### config.mk
export PLATFORM = sky130hd
export DESIGN_NAME = fsr_fault_status
export DESIGN_NICKNAME = d
export VERILOG_FILES = /design/src/inc/fsr_pkg.sv /design/src/rtl/fsr_fault_status.sv
export SDC_FILE = /design/constraint.sdc
export NUM_CORES = 1
export LEC_CHECK = 0
export ABC_AREA = 1
export ABC_CLOCK_PERIOD_IN_PS = 2200
export BUFFER_PORTS_ARGS = -buffer_cell sky130_fd_sc_hd__buf_4
export CAP_MARGIN = 5
export CORE_ASPECT_RATIO = 1.2
export CORE_MARGIN = 2
export CORE_UTILIZATION = 56
export CTS_CLUSTER_DIAMETER = 60
export DETAILED_ROUTE_END_ITERATION = 7
export PLACE_DENSITY = 0.85
export SLEW_MARGIN = 5
export SYNTH_ARGS = -nofsm -noshare
export SYNTH_HDL_FRONTEND = slang
export SYNTH_SLANG_ARGS = --single-unit
### constraint.sdc
create_clock -name clock_i -period 2.2 [get_ports clock_i]
set_input_delay 0.44 -clock clock_i [delete_from_list [all_inputs] [get_ports clock_i]]
set_output_delay 0.44 -clock clock_i [all_outputs]
set_load 0.005 [all_outputs]
### src/inc/fsr_pkg.sv
// constants and register map of the fault status register bank
package fsr_pkg;

    // bus widths
    localparam int ADDR_W = 8;
    localparam int DATA_W = 32;
    localparam int REG_W  = 16;
    localparam int IDX_W  = 6;

    // register indices; byte address is four times the index
    localparam logic [IDX_W-1:0] IDX_FAULT_SUMMARY = 6'h00;
    localparam logic [IDX_W-1:0] IDX_FAULT_CLEAR   = 6'h10;
    localparam logic [IDX_W-1:0] IDX_IRQ_STATUS    = 6'h11;
    localparam logic [IDX_W-1:0] IDX_IRQ_MASK      = 6'h12;
    localparam logic [IDX_W-1:0] IDX_ONETIME_MEMORY_PROGRAM_COMMAND      = 6'h13;

    // reset values
    localparam logic [REG_W-1:0] FAULT_SUMMARY_RST = 16'h0000;
    localparam logic [REG_W-1:0] IRQ_MASK_RST      = 16'h0000;
    localparam logic [7:0]       USER_IDENTIFIER_FIELD_RST       = 8'h00;

    // fault summary field positions
    localparam int POS_SENSE_OC_LO   = 0;
    localparam int POS_SENSE_OC_HI   = 2;
    localparam int POS_CHARGE_PUMP   = 3;
    localparam int POS_LOGIC_OC      = 4;
    localparam int POS_LOGIC_UV      = 5;
    localparam int POS_LOGIC_OV      = 6;
    localparam int POS_BUCK_OC       = 7;
    localparam int POS_OT_SHUTDOWN   = 8;
    localparam int POS_OT_WARNING    = 9;
    localparam int POS_LOCKED_ROTOR  = 10;
    localparam int POS_WATCHDOG      = 11;
    localparam int POS_ONETIME_MEM   = 12;
    localparam int FAULT_BITS        = 13;

    // clear register and program register fields
    localparam int POS_CLEAR_ALL     = 0;
    localparam int POS_PROG_CMD      = 0;
    localparam int POS_USER_IDENTIFIER_FIELD_LO    = 8;
    localparam int POS_USER_IDENTIFIER_FIELD_HI    = 15;

    // bus response codes
    localparam logic [1:0] RESP_OKAY   = 2'h0;
    localparam logic [1:0] RESP_SLVERR = 2'h2;

endpackage

### src/rtl/fsr_fault_status.sv
// fault summary register bank with AXI4-Lite slave and interrupt
//
// Functional notes
// - the fault summary sits at index zero and is all zeros after reset.
// - a fault or warning sets its summary bit to one, one meaning it happened.
// - bits 2..0 flag sense amplifier overcurrent for phases A, B and C.
// - bit 3 flags a fault of either the low-side or the high-side pump.
// - bits 4, 5, 6 flag logic supply overcurrent, undervoltage, overvoltage.
// - bit 7 flags a buck converter overcurrent trip.
// - bit 8 flags overtemperature shutdown and bit 9 overtemperature warning.
// - bit 10 flags a locked rotor found from the Hall inputs.
// - bit 11 flags a watchdog fault and bit 12 a one-time memory fault.
// - bits 15..13 of the fault summary always read as zero.
// - writes to read-only fields change nothing and have no side effect.
// - hardware-updated fields are only read by the host.
// - write-only fields accept writes and read back as zero.
// - read/write fields return the value last written.
// - a program command is taken only in standby; user_identifier_field is always writable.
`timescale 1ns/1ps
`default_nettype none

module fsr_fault_status
    import fsr_pkg::*;
(
    // clock and reset
    input  wire logic              clock_i,
    input  wire logic              reset_n_i,
    // write address channel
    input  wire logic              awvalid_i,
    output logic                   awready_o,
    input  wire logic [ADDR_W-1:0] awaddr_i,
    input  wire logic [2:0]        awprot_i,
    // write data channel
    input  wire logic              wvalid_i,
    output logic                   wready_o,
    input  wire logic [DATA_W-1:0] wdata_i,
    input  wire logic [3:0]        wstrb_i,
    // write response channel
    output logic                   bvalid_o,
    input  wire logic              bready_i,
    output logic [1:0]             bresp_o,
    // read address channel
    input  wire logic              arvalid_i,
    output logic                   arready_o,
    input  wire logic [ADDR_W-1:0] araddr_i,
    input  wire logic [2:0]        arprot_i,
    // read data channel
    output logic                   rvalid_o,
    input  wire logic              rready_i,
    output logic [DATA_W-1:0]      rdata_o,
    output logic [1:0]             rresp_o,
    // fault detectors
    input  wire logic [2:0]        sense_amp_overcurrent_flags_i,
    input  wire logic              charge_pump_lowside_fault_i,
    input  wire logic              charge_pump_highside_fault_i,
    input  wire logic              logic_supply_overcurrent_fault_i,
    input  wire logic              logic_supply_undervoltage_fault_i,
    input  wire logic              logic_supply_overvoltage_fault_i,
    input  wire logic              buck_overcurrent_fault_i,
    input  wire logic              overtemp_shutdown_fault_i,
    input  wire logic              overtemp_warning_flag_i,
    input  wire logic              locked_rotor_fault_i,
    input  wire logic              watchdog_fault_i,
    input  wire logic              onetime_memory_fault_i,
    // device mode and one-time memory
    input  wire logic              standby_i,
    output logic                   onetime_memory_program_command_o,
    output logic [7:0]             user_identifier_field_o,
    // interrupt
    output logic                   irq_o
);

    // register index hit for a byte address
    function automatic logic idx_hit(input logic [ADDR_W-1:0] addr,
                                     input logic [IDX_W-1:0]  idx);
        idx_hit = (addr[ADDR_W-1:2] == idx);
    endfunction

    // merge new data into a 16-bit register by byte lanes
    function automatic logic [REG_W-1:0] lane_merge(
        input logic [REG_W-1:0] old_v,
        input logic [REG_W-1:0] new_v,
        input logic [1:0]       strb);
        lane_merge = {strb[1] ? new_v[15:8] : old_v[15:8],
                      strb[0] ? new_v[7:0]  : old_v[7:0]};
    endfunction

    // state
    logic                   aw_held_r;
    logic [ADDR_W-1:0]      aw_addr_r;
    logic                   w_held_r;
    logic [DATA_W-1:0]      w_data_r;
    logic [3:0]             w_strb_r;
    logic                   bvalid_r;
    logic [1:0]             bresp_r;
    logic                   rvalid_r;
    logic [DATA_W-1:0]      rdata_r;
    logic [1:0]             rresp_r;
    logic [FAULT_BITS-1:0]  fault_summary_r;
    logic [FAULT_BITS-1:0]  fault_summary_nxt;
    logic [FAULT_BITS-1:0]  irq_status_r;
    logic [FAULT_BITS-1:0]  irq_status_nxt;
    logic [REG_W-1:0]       irq_mask_r;
    logic [7:0]             user_identifier_field_r;
    logic                   prog_pulse_r;

    // decode
    wire logic                  aw_take;
    wire logic                  w_take;
    wire logic                  do_write;
    wire logic                  ar_take;
    wire logic                  wr_summary;
    wire logic                  wr_clear;
    wire logic                  wr_irq_status;
    wire logic                  wr_mask;
    wire logic                  wr_prog;
    wire logic                  wr_mapped;
    wire logic                  rd_summary;
    wire logic                  rd_clear;
    wire logic                  rd_irq_status;
    wire logic                  rd_mask;
    wire logic                  rd_prog;
    wire logic                  rd_mapped;
    wire logic                  clear_faults;
    wire logic                  irq_read_clear;
    wire logic                  prog_request;
    wire logic [FAULT_BITS-1:0] fault_events;
    wire logic [REG_W-1:0]      summary_word;
    wire logic [REG_W-1:0]      irq_word;
    wire logic [REG_W-1:0]      prog_word;
    wire logic [REG_W-1:0]      read_word;

    // channel handshakes; one write and one read in flight
    assign awready_o = !aw_held_r && !bvalid_r;
    assign wready_o  = !w_held_r && !bvalid_r;
    assign arready_o = !rvalid_r;
    assign aw_take   = awvalid_i && awready_o;
    assign w_take    = wvalid_i && wready_o;
    assign ar_take   = arvalid_i && arready_o;
    assign do_write  = aw_held_r && w_held_r && !bvalid_r;

    // write decode
    assign wr_summary    = idx_hit(aw_addr_r, IDX_FAULT_SUMMARY);
    assign wr_clear      = idx_hit(aw_addr_r, IDX_FAULT_CLEAR);
    assign wr_irq_status = idx_hit(aw_addr_r, IDX_IRQ_STATUS);
    assign wr_mask       = idx_hit(aw_addr_r, IDX_IRQ_MASK);
    assign wr_prog       = idx_hit(aw_addr_r, IDX_ONETIME_MEMORY_PROGRAM_COMMAND);
    assign wr_mapped     = wr_summary || wr_clear || wr_irq_status
                           || wr_mask || wr_prog;

    // read decode
    assign rd_summary    = idx_hit(araddr_i, IDX_FAULT_SUMMARY);
    assign rd_clear      = idx_hit(araddr_i, IDX_FAULT_CLEAR);
    assign rd_irq_status = idx_hit(araddr_i, IDX_IRQ_STATUS);
    assign rd_mask       = idx_hit(araddr_i, IDX_IRQ_MASK);
    assign rd_prog       = idx_hit(araddr_i, IDX_ONETIME_MEMORY_PROGRAM_COMMAND);
    assign rd_mapped     = rd_summary || rd_clear || rd_irq_status
                           || rd_mask || rd_prog;

    // clear command is a write-only strobe in lane zero
    assign clear_faults = do_write && wr_clear && w_strb_r[0]
                          && w_data_r[POS_CLEAR_ALL];
    assign irq_read_clear = ar_take && rd_irq_status;

    // program command only honoured in standby
    assign prog_request = do_write && wr_prog && w_strb_r[0]
                          && w_data_r[POS_PROG_CMD] && standby_i;

    // fault sources mapped onto summary bit positions
    assign fault_events[POS_SENSE_OC_HI:POS_SENSE_OC_LO] =
        sense_amp_overcurrent_flags_i;
    assign fault_events[POS_CHARGE_PUMP] = charge_pump_lowside_fault_i
        || charge_pump_highside_fault_i;
    assign fault_events[POS_LOGIC_OC] =
        logic_supply_overcurrent_fault_i;
    assign fault_events[POS_LOGIC_UV] = logic_supply_undervoltage_fault_i;
    assign fault_events[POS_LOGIC_OV] = logic_supply_overvoltage_fault_i;
    assign fault_events[POS_BUCK_OC] = buck_overcurrent_fault_i;
    assign fault_events[POS_OT_SHUTDOWN] = overtemp_shutdown_fault_i;
    assign fault_events[POS_OT_WARNING] = overtemp_warning_flag_i;
    assign fault_events[POS_LOCKED_ROTOR] = locked_rotor_fault_i;
    assign fault_events[POS_WATCHDOG] = watchdog_fault_i;
    assign fault_events[POS_ONETIME_MEM] = onetime_memory_fault_i;

    // sticky flags: a new event wins over a clear in the same cycle
    assign fault_summary_nxt = (clear_faults ? '0 : fault_summary_r)
                               | fault_events;
    assign irq_status_nxt = (irq_read_clear ? '0 : irq_status_r)
                            | fault_events;

    // read words; reserved and write-only bits read zero
    assign summary_word = {{(REG_W-FAULT_BITS){1'b0}},
                           fault_summary_r};
    assign irq_word  = {{(REG_W-FAULT_BITS){1'b0}}, irq_status_r};
    assign prog_word = {user_identifier_field_r, 8'h00};
    assign read_word = rd_summary    ? summary_word :
                       rd_irq_status ? irq_word :
                       rd_mask       ? irq_mask_r :
                       rd_prog       ? prog_word :
                       16'h0000;

    // outputs
    assign bvalid_o = bvalid_r;
    assign bresp_o  = bresp_r;
    assign rvalid_o = rvalid_r;
    assign rdata_o  = rdata_r;
    assign rresp_o  = rresp_r;
    assign onetime_memory_program_command_o = prog_pulse_r;
    assign user_identifier_field_o = user_identifier_field_r;
    assign irq_o = |({{(REG_W-FAULT_BITS){1'b0}}, irq_status_r}
                     & irq_mask_r);

    // write address and data capture
    always_ff @(posedge clock_i or negedge reset_n_i) begin
        if (!reset_n_i) begin
            aw_held_r <= 1'b0;
            aw_addr_r <= '0;
            w_held_r  <= 1'b0;
            w_data_r  <= '0;
            w_strb_r  <= '0;
        end else begin
            if (aw_take) begin
                aw_held_r <= 1'b1;
                aw_addr_r <= awaddr_i;
            end else if (do_write) begin
                aw_held_r <= 1'b0;
            end
            if (w_take) begin
                w_held_r <= 1'b1;
                w_data_r <= wdata_i;
                w_strb_r <= wstrb_i;
            end else if (do_write) begin
                w_held_r <= 1'b0;
            end
        end
    end

    // write response; unmapped addresses answer with an error
    always_ff @(posedge clock_i or negedge reset_n_i) begin
        if (!reset_n_i) begin
            bvalid_r <= 1'b0;
            bresp_r  <= RESP_OKAY;
        end else if (do_write) begin
            bvalid_r <= 1'b1;
            bresp_r  <= wr_mapped ? RESP_OKAY : RESP_SLVERR;
        end else if (bready_i) begin
            bvalid_r <= 1'b0;
        end
    end

    // read response
    always_ff @(posedge clock_i or negedge reset_n_i) begin
        if (!reset_n_i) begin
            rvalid_r <= 1'b0;
            rdata_r  <= '0;
            rresp_r  <= RESP_OKAY;
        end else if (ar_take) begin
            rvalid_r <= 1'b1;
            rdata_r  <= {{(DATA_W-REG_W){1'b0}}, read_word};
            rresp_r  <= rd_mapped ? RESP_OKAY : RESP_SLVERR;
        end else if (rready_i) begin
            rvalid_r <= 1'b0;
        end
    end

    // hardware-owned flags; bus writes reach only the fault summary, through the clear command; a read clears the irq status
    always_ff @(posedge clock_i or negedge reset_n_i) begin
        if (!reset_n_i) begin
            fault_summary_r <= FAULT_SUMMARY_RST[FAULT_BITS-1:0];
            irq_status_r    <= '0;
        end else begin
            fault_summary_r <= fault_summary_nxt;
            irq_status_r    <= irq_status_nxt;
        end
    end

    // software-owned fields and the program strobe
    always_ff @(posedge clock_i or negedge reset_n_i) begin
        if (!reset_n_i) begin
            irq_mask_r   <= IRQ_MASK_RST;
            user_identifier_field_r    <= USER_IDENTIFIER_FIELD_RST;
            prog_pulse_r <= 1'b0;
        end else begin
            if (do_write && wr_mask) begin
                irq_mask_r <= lane_merge(irq_mask_r, w_data_r[REG_W-1:0],
                                         w_strb_r[1:0]);
            end
            if (do_write && wr_prog && w_strb_r[1]) begin
                user_identifier_field_r <= w_data_r[POS_USER_IDENTIFIER_FIELD_HI:POS_USER_IDENTIFIER_FIELD_LO];
            end
            prog_pulse_r <= prog_request;
        end
    end

    // checks
    a_reserved_zero: assert property (@(posedge clock_i)
        disable iff (!reset_n_i)
        (ar_take && rd_summary) |=> (rdata_r[REG_W-1:FAULT_BITS] == '0))
        else $error("reserved summary bits not zero");

    a_fault_sets: assert property (@(posedge clock_i)
        disable iff (!reset_n_i)
        (fault_events != '0) |=>
            ((fault_summary_r & $past(fault_events)) == $past(fault_events)))
        else $error("fault event did not set its bit");

    a_fault_sticky: assert property (@(posedge clock_i)
        disable iff (!reset_n_i)
        !clear_faults |=> ((fault_summary_r & $past(fault_summary_r))
                           == $past(fault_summary_r)))
        else $error("fault bit dropped without clear");

    a_pump_combined: assert property (@(posedge clock_i)
        disable iff (!reset_n_i)
        (charge_pump_highside_fault_i || charge_pump_lowside_fault_i)
            |=> fault_summary_r[POS_CHARGE_PUMP])
        else $error("pump fault not flagged");

    a_phase_c_bit: assert property (@(posedge clock_i)
        disable iff (!reset_n_i)
        sense_amp_overcurrent_flags_i[2] |=> summary_word[POS_SENSE_OC_HI])
        else $error("phase C overcurrent not in bit 2");

    a_clear_works: assert property (@(posedge clock_i)
        disable iff (!reset_n_i)
        (clear_faults && fault_events == '0) |=> (fault_summary_r == '0))
        else $error("clear command left faults set");

    a_ro_write_ignored: assert property (@(posedge clock_i)
        disable iff (!reset_n_i)
        (do_write && wr_summary && fault_events == '0)
            |=> $stable(fault_summary_r) && $stable(irq_mask_r))
        else $error("write to read-only register had effect");

    a_wo_reads_zero: assert property (@(posedge clock_i)
        disable iff (!reset_n_i)
        (ar_take && (rd_clear || rd_prog)) |=> (rdata_r[7:0] == 8'h00))
        else $error("write-only field read non-zero");

    // a full-lane mask write is stored as written
    a_mask_readback: assert property (@(posedge clock_i)
        disable iff (!reset_n_i)
        (do_write && wr_mask && w_strb_r[1:0] == 2'h3)
            |=> (irq_mask_r == $past(w_data_r[REG_W-1:0])))
        else $error("mask write not stored");

    a_prog_standby: assert property (@(posedge clock_i)
        disable iff (!reset_n_i)
        onetime_memory_program_command_o |->
            $past(standby_i) && $past(do_write && wr_prog))
        else $error("program command outside standby");

    // every write answered next cycle, unmapped ones with an error
    a_write_answer: assert property (@(posedge clock_i)
        disable iff (!reset_n_i)
        do_write |=> bvalid_o
            && (bresp_o == ($past(wr_mapped) ? RESP_OKAY : RESP_SLVERR)))
        else $error("write not answered in one cycle");

    a_irq_level: assert property (@(posedge clock_i)
        disable iff (!reset_n_i)
        irq_o == ((irq_status_r & irq_mask_r[FAULT_BITS-1:0]) != '0))
        else $error("interrupt level wrong");

    // main scenarios
    c_fault_then_clear: cover property (@(posedge clock_i)
        disable iff (!reset_n_i)
        (fault_summary_r != '0) ##[1:20] clear_faults);
    c_clear_collides: cover property (@(posedge clock_i)
        disable iff (!reset_n_i)
        clear_faults && (fault_events != '0));
    c_prog_refused: cover property (@(posedge clock_i)
        disable iff (!reset_n_i)
        do_write && wr_prog && w_data_r[POS_PROG_CMD] && !standby_i);
    c_irq_raised: cover property (@(posedge clock_i)
        disable iff (!reset_n_i)
        $rose(irq_o));

endmodule

`default_nettype wire

==> results.json <==
{
  "drive_gt1_share_pct": 24.7,
  "layout_commonest_cell": "nand2_1",
  "finalSetupViolations": 0,
  "p_per_area_mw_per_mm2": 976,
  "max_stage_delay_ns": 0.42,
  "yosysWarnings": 0,
  "clk_pin_slew_ns": 0.10,
  "worstMarginPinSlew_ns": 0.581,
  "worstPathMaxFanout": 3,
  "tns_ns": 0,
  "root_buffer": "clkbuf_8",
  "fp-row-count": 35,
  "synth_area_mm2": 0.00446,
  "postSynthCellCount": 501,
  "dpl.hpwl_um": 6650,
  "hold_depth": 2,
  "grt_pass1_wl_um": 15800,
  "routed_via_density": 5.13,
  "cts_setup_buffers": 0,
  "period_needed_ns": 1.83,
  "synth-adder-area-share_pct": 0,
  "path_class": "reg -> out",
  "portBuffers": 84,
  "design_area_mm2": 0.00530,
  "core-area_mm2": 0.00771,
  "pwr-share-comb_pct": 27.3,
  "detail-route-antenna-nets": 0,
  "crit_chain": "nand2_1 -> nand4_1 -> a21oi_1 -> nand3_1 -> buf_4",
  "report.final.slew_viol_count": 0,
  "seq_area_mm2": 0.00243,
  "p_sw_mw": 1.66,
  "dr.pass1.iters": 4,
  "multiInputGateArea_mm2": 0.00163,
  "grt_max_degree": 79,
  "syn_to_final_growth_pct": 18.8,
  "cp.required_ns": 1.76,
  "ioPinCount": 131,
  "leakagePower_nw": 2.82,
  "rsz0062_at_grt": "false",
  "antenna_found_initial": 0,
  "crit_arrival_ns": 1.39,
  "synth-seq-area-share_pct": 54.4,
  "fillers": 608,
  "cts_sinks": 97,
  "synth_top_family_by_area": "simple AND/OR/NAND/NOR gates",
  "hold_viol": 0,
  "cts.repair.resized": 0,
  "placed_area_mm2": 0.00507,
  "status": "finished clean",
  "clockBufferDepth": 2,
  "synth_xor_area_share_pct": 0,
  "p_int_mw": 3.51,
  "yosysTopAreaCell": "dfrtp_1",
  "cts-buffers-inserted": 9,
  "cpMaxStageDelayCell": "dfrtp_1",
  "drt_iter0_markers": 232,
  "synth.ff_latch_count": 97,
  "htreeDepth": 3,
  "wirelength_um": 9290,
  "nets": 666,
  "grt_overflow": 0,
  "clockPowerShare_pct": 24.6,
  "ys_top_cells_by_area": "dfrtp_1, nand2_1, inv_1",
  "startpoint_type": "register",
  "syn_area_per_cell_um2": 8.91,
  "diodes": 0,
  "routabilityCongestion": 0.863,
  "start_util_pct": 57.9,
  "drc": 0,
  "grt_util_all_layers_pct": 23.0,
  "routed-via-count": 3507,
  "p_sw_share_pct": 32.2,
  "peakVddDrop_mv": 0.757,
  "layout_common_cells": "nand2_1, dfrtp_1, buf_4",
  "die_area_mm2": 0.00870,
  "max-slew-margin-rel_pct": 61.2,
  "cp-end-kind": "output port",
  "max_cap_viol_count": 0,
  "fin_crit_sh_pct": 83.1,
  "pwr-share-seq_pct": 48.0,
  "synth_mux_area_share_pct": 3.28,
  "synth_cell_types": 27,
  "worstSkewPairLatency_ns": 0.37,
  "cts_tree": "done",
  "max_freq_mhz": 547,
  "holdWs_ns": 0.246,
  "post_drt_wl_per_cell_um": 13.6,
  "grt_pass1_vias": 3444,
  "yosysTopAreaCellShare_pct": 54.4,
  "fp.dieW_um": 85.5,
  "synth-simple-area-share_pct": 22.3,
  "synth_compound_gate_area_share_pct": 9.42,
  "skew_ns": 0.0115,
  "hp-class": "in -> reg",
  "r2r_cells": 4,
  "die_h_um": 102
}
## worst max-delay path: cells and delay by family, from the launching register on
kind            cells  cell delay, ns
buf+inv             1            0.15
compound gates      1            0.17
flops               1            0.42
simple gates        3            0.28
## synthesized netlist by cell type (all sizes together)
master    n
nand2   135
dfrtp    97
inv      59
o21ai    55
nor2     50
buf      30
nand3    28
mux2     13
a21oi    12
nand4    12
clkbuf    3
a221oi    2
nor3      2
conb      1
nor4      1
o211ai    1
## cell families after synthesis
| kind of cell | Yosys count |
|---|---|
| and+or+nand+nor | 228 |
| other | 1 |
| DFF | 97 |
| AOI/OAI and AO/OA | 70 |
| muxes | 13 |
| buffers and inverters | 92 |
## path summary, 6_finish.rpt
check | startpoint | slack [ns] | to
max | irq_status_r[9] | 0.37 | irq_o
min | bready_i | 0.25 | bvalid_o
max reg2reg | bvalid_o | 0.55 | irq_mask_r[4]
min reg2reg | fault_summary_r[6] | 0.48 | fault_summary_r[6]
min in group asynchronous | reset_n_i | 0.48 | w_data_r[15]
max in group asynchronous | reset_n_i | 1.04 | w_data_r[0]
## layout make-up
cell class,instances,share of cell area [%]
Clock buffer,10,2.41
Clock inverter,6,1.72
Inverter,59,4.18
Multi-Input combinational cell,329,30.7
Sequential cell,97,45.8
Tap cell,92,2.17
Timing Repair Buffer,90,13.0
## power groups by stage
| stage | clock (mW) | sequential (mW) | combinational, mW |
|---|---|---|---|
| final | 1.28 | 2.49 | 1.41 |
| after CTS | 1.29 | 2.48 | 1.43 |
| after detailed placement | 0 | 2.51 | 1.41 |
| after floorplan | 0 | 2.45 | 0.872 |
| after global placement | 0 | 2.49 | 1.34 |
| after global routing | 1.37 | 2.53 | 1.59 |
## state kept, by name, indices dropped and copies added (netlist names), 2 cells and up
| signal | cells |
|---|---|
| aw_addr_r | 6 |
| fault_summary_r | 13 |
| irq_mask_r | 16 |
| irq_status_r | 13 |
| rdata_o | 16 |
| user_identifier_field_o | 8 |
| w_data_r | 16 |
| w_strb_r | 2 |
## per-stage QoR
step / setup WS [ns] / power, mW / util (%) / cells
after global routing: 0.247 / 5.49 / 68.8 / 683
after detailed placement: 0.467 / 3.93 / 65.8 / 666
after floorplan: 0.852 / 3.32 / - / 518
after global placement: 0.550 / 3.84 / 65.8 / 666
final: 0.372 / 5.17 / 68.8 / 683
after CTS: 0.339 / 5.20 / 68.8 / 683
## repair_timing
action,4_1_cts,5_1_grt
hold endpoints to repair,19,0
hold buffers,1,0
setup endpoints to repair,0,0
## per-layer routing
layer | global-route usage (%) | wire, µm | vias up
met5 | 0 | 0 | -
met4 | 8.79 | 170 | 0
met3 | 4.32 | 467 | 13
met2 | 37.7 | 4610 | 111
met1 | 30.8 | 4040 | 1657
li1 | - | - | 1726
Note: power is estimated with default switching activity, not from simulation.
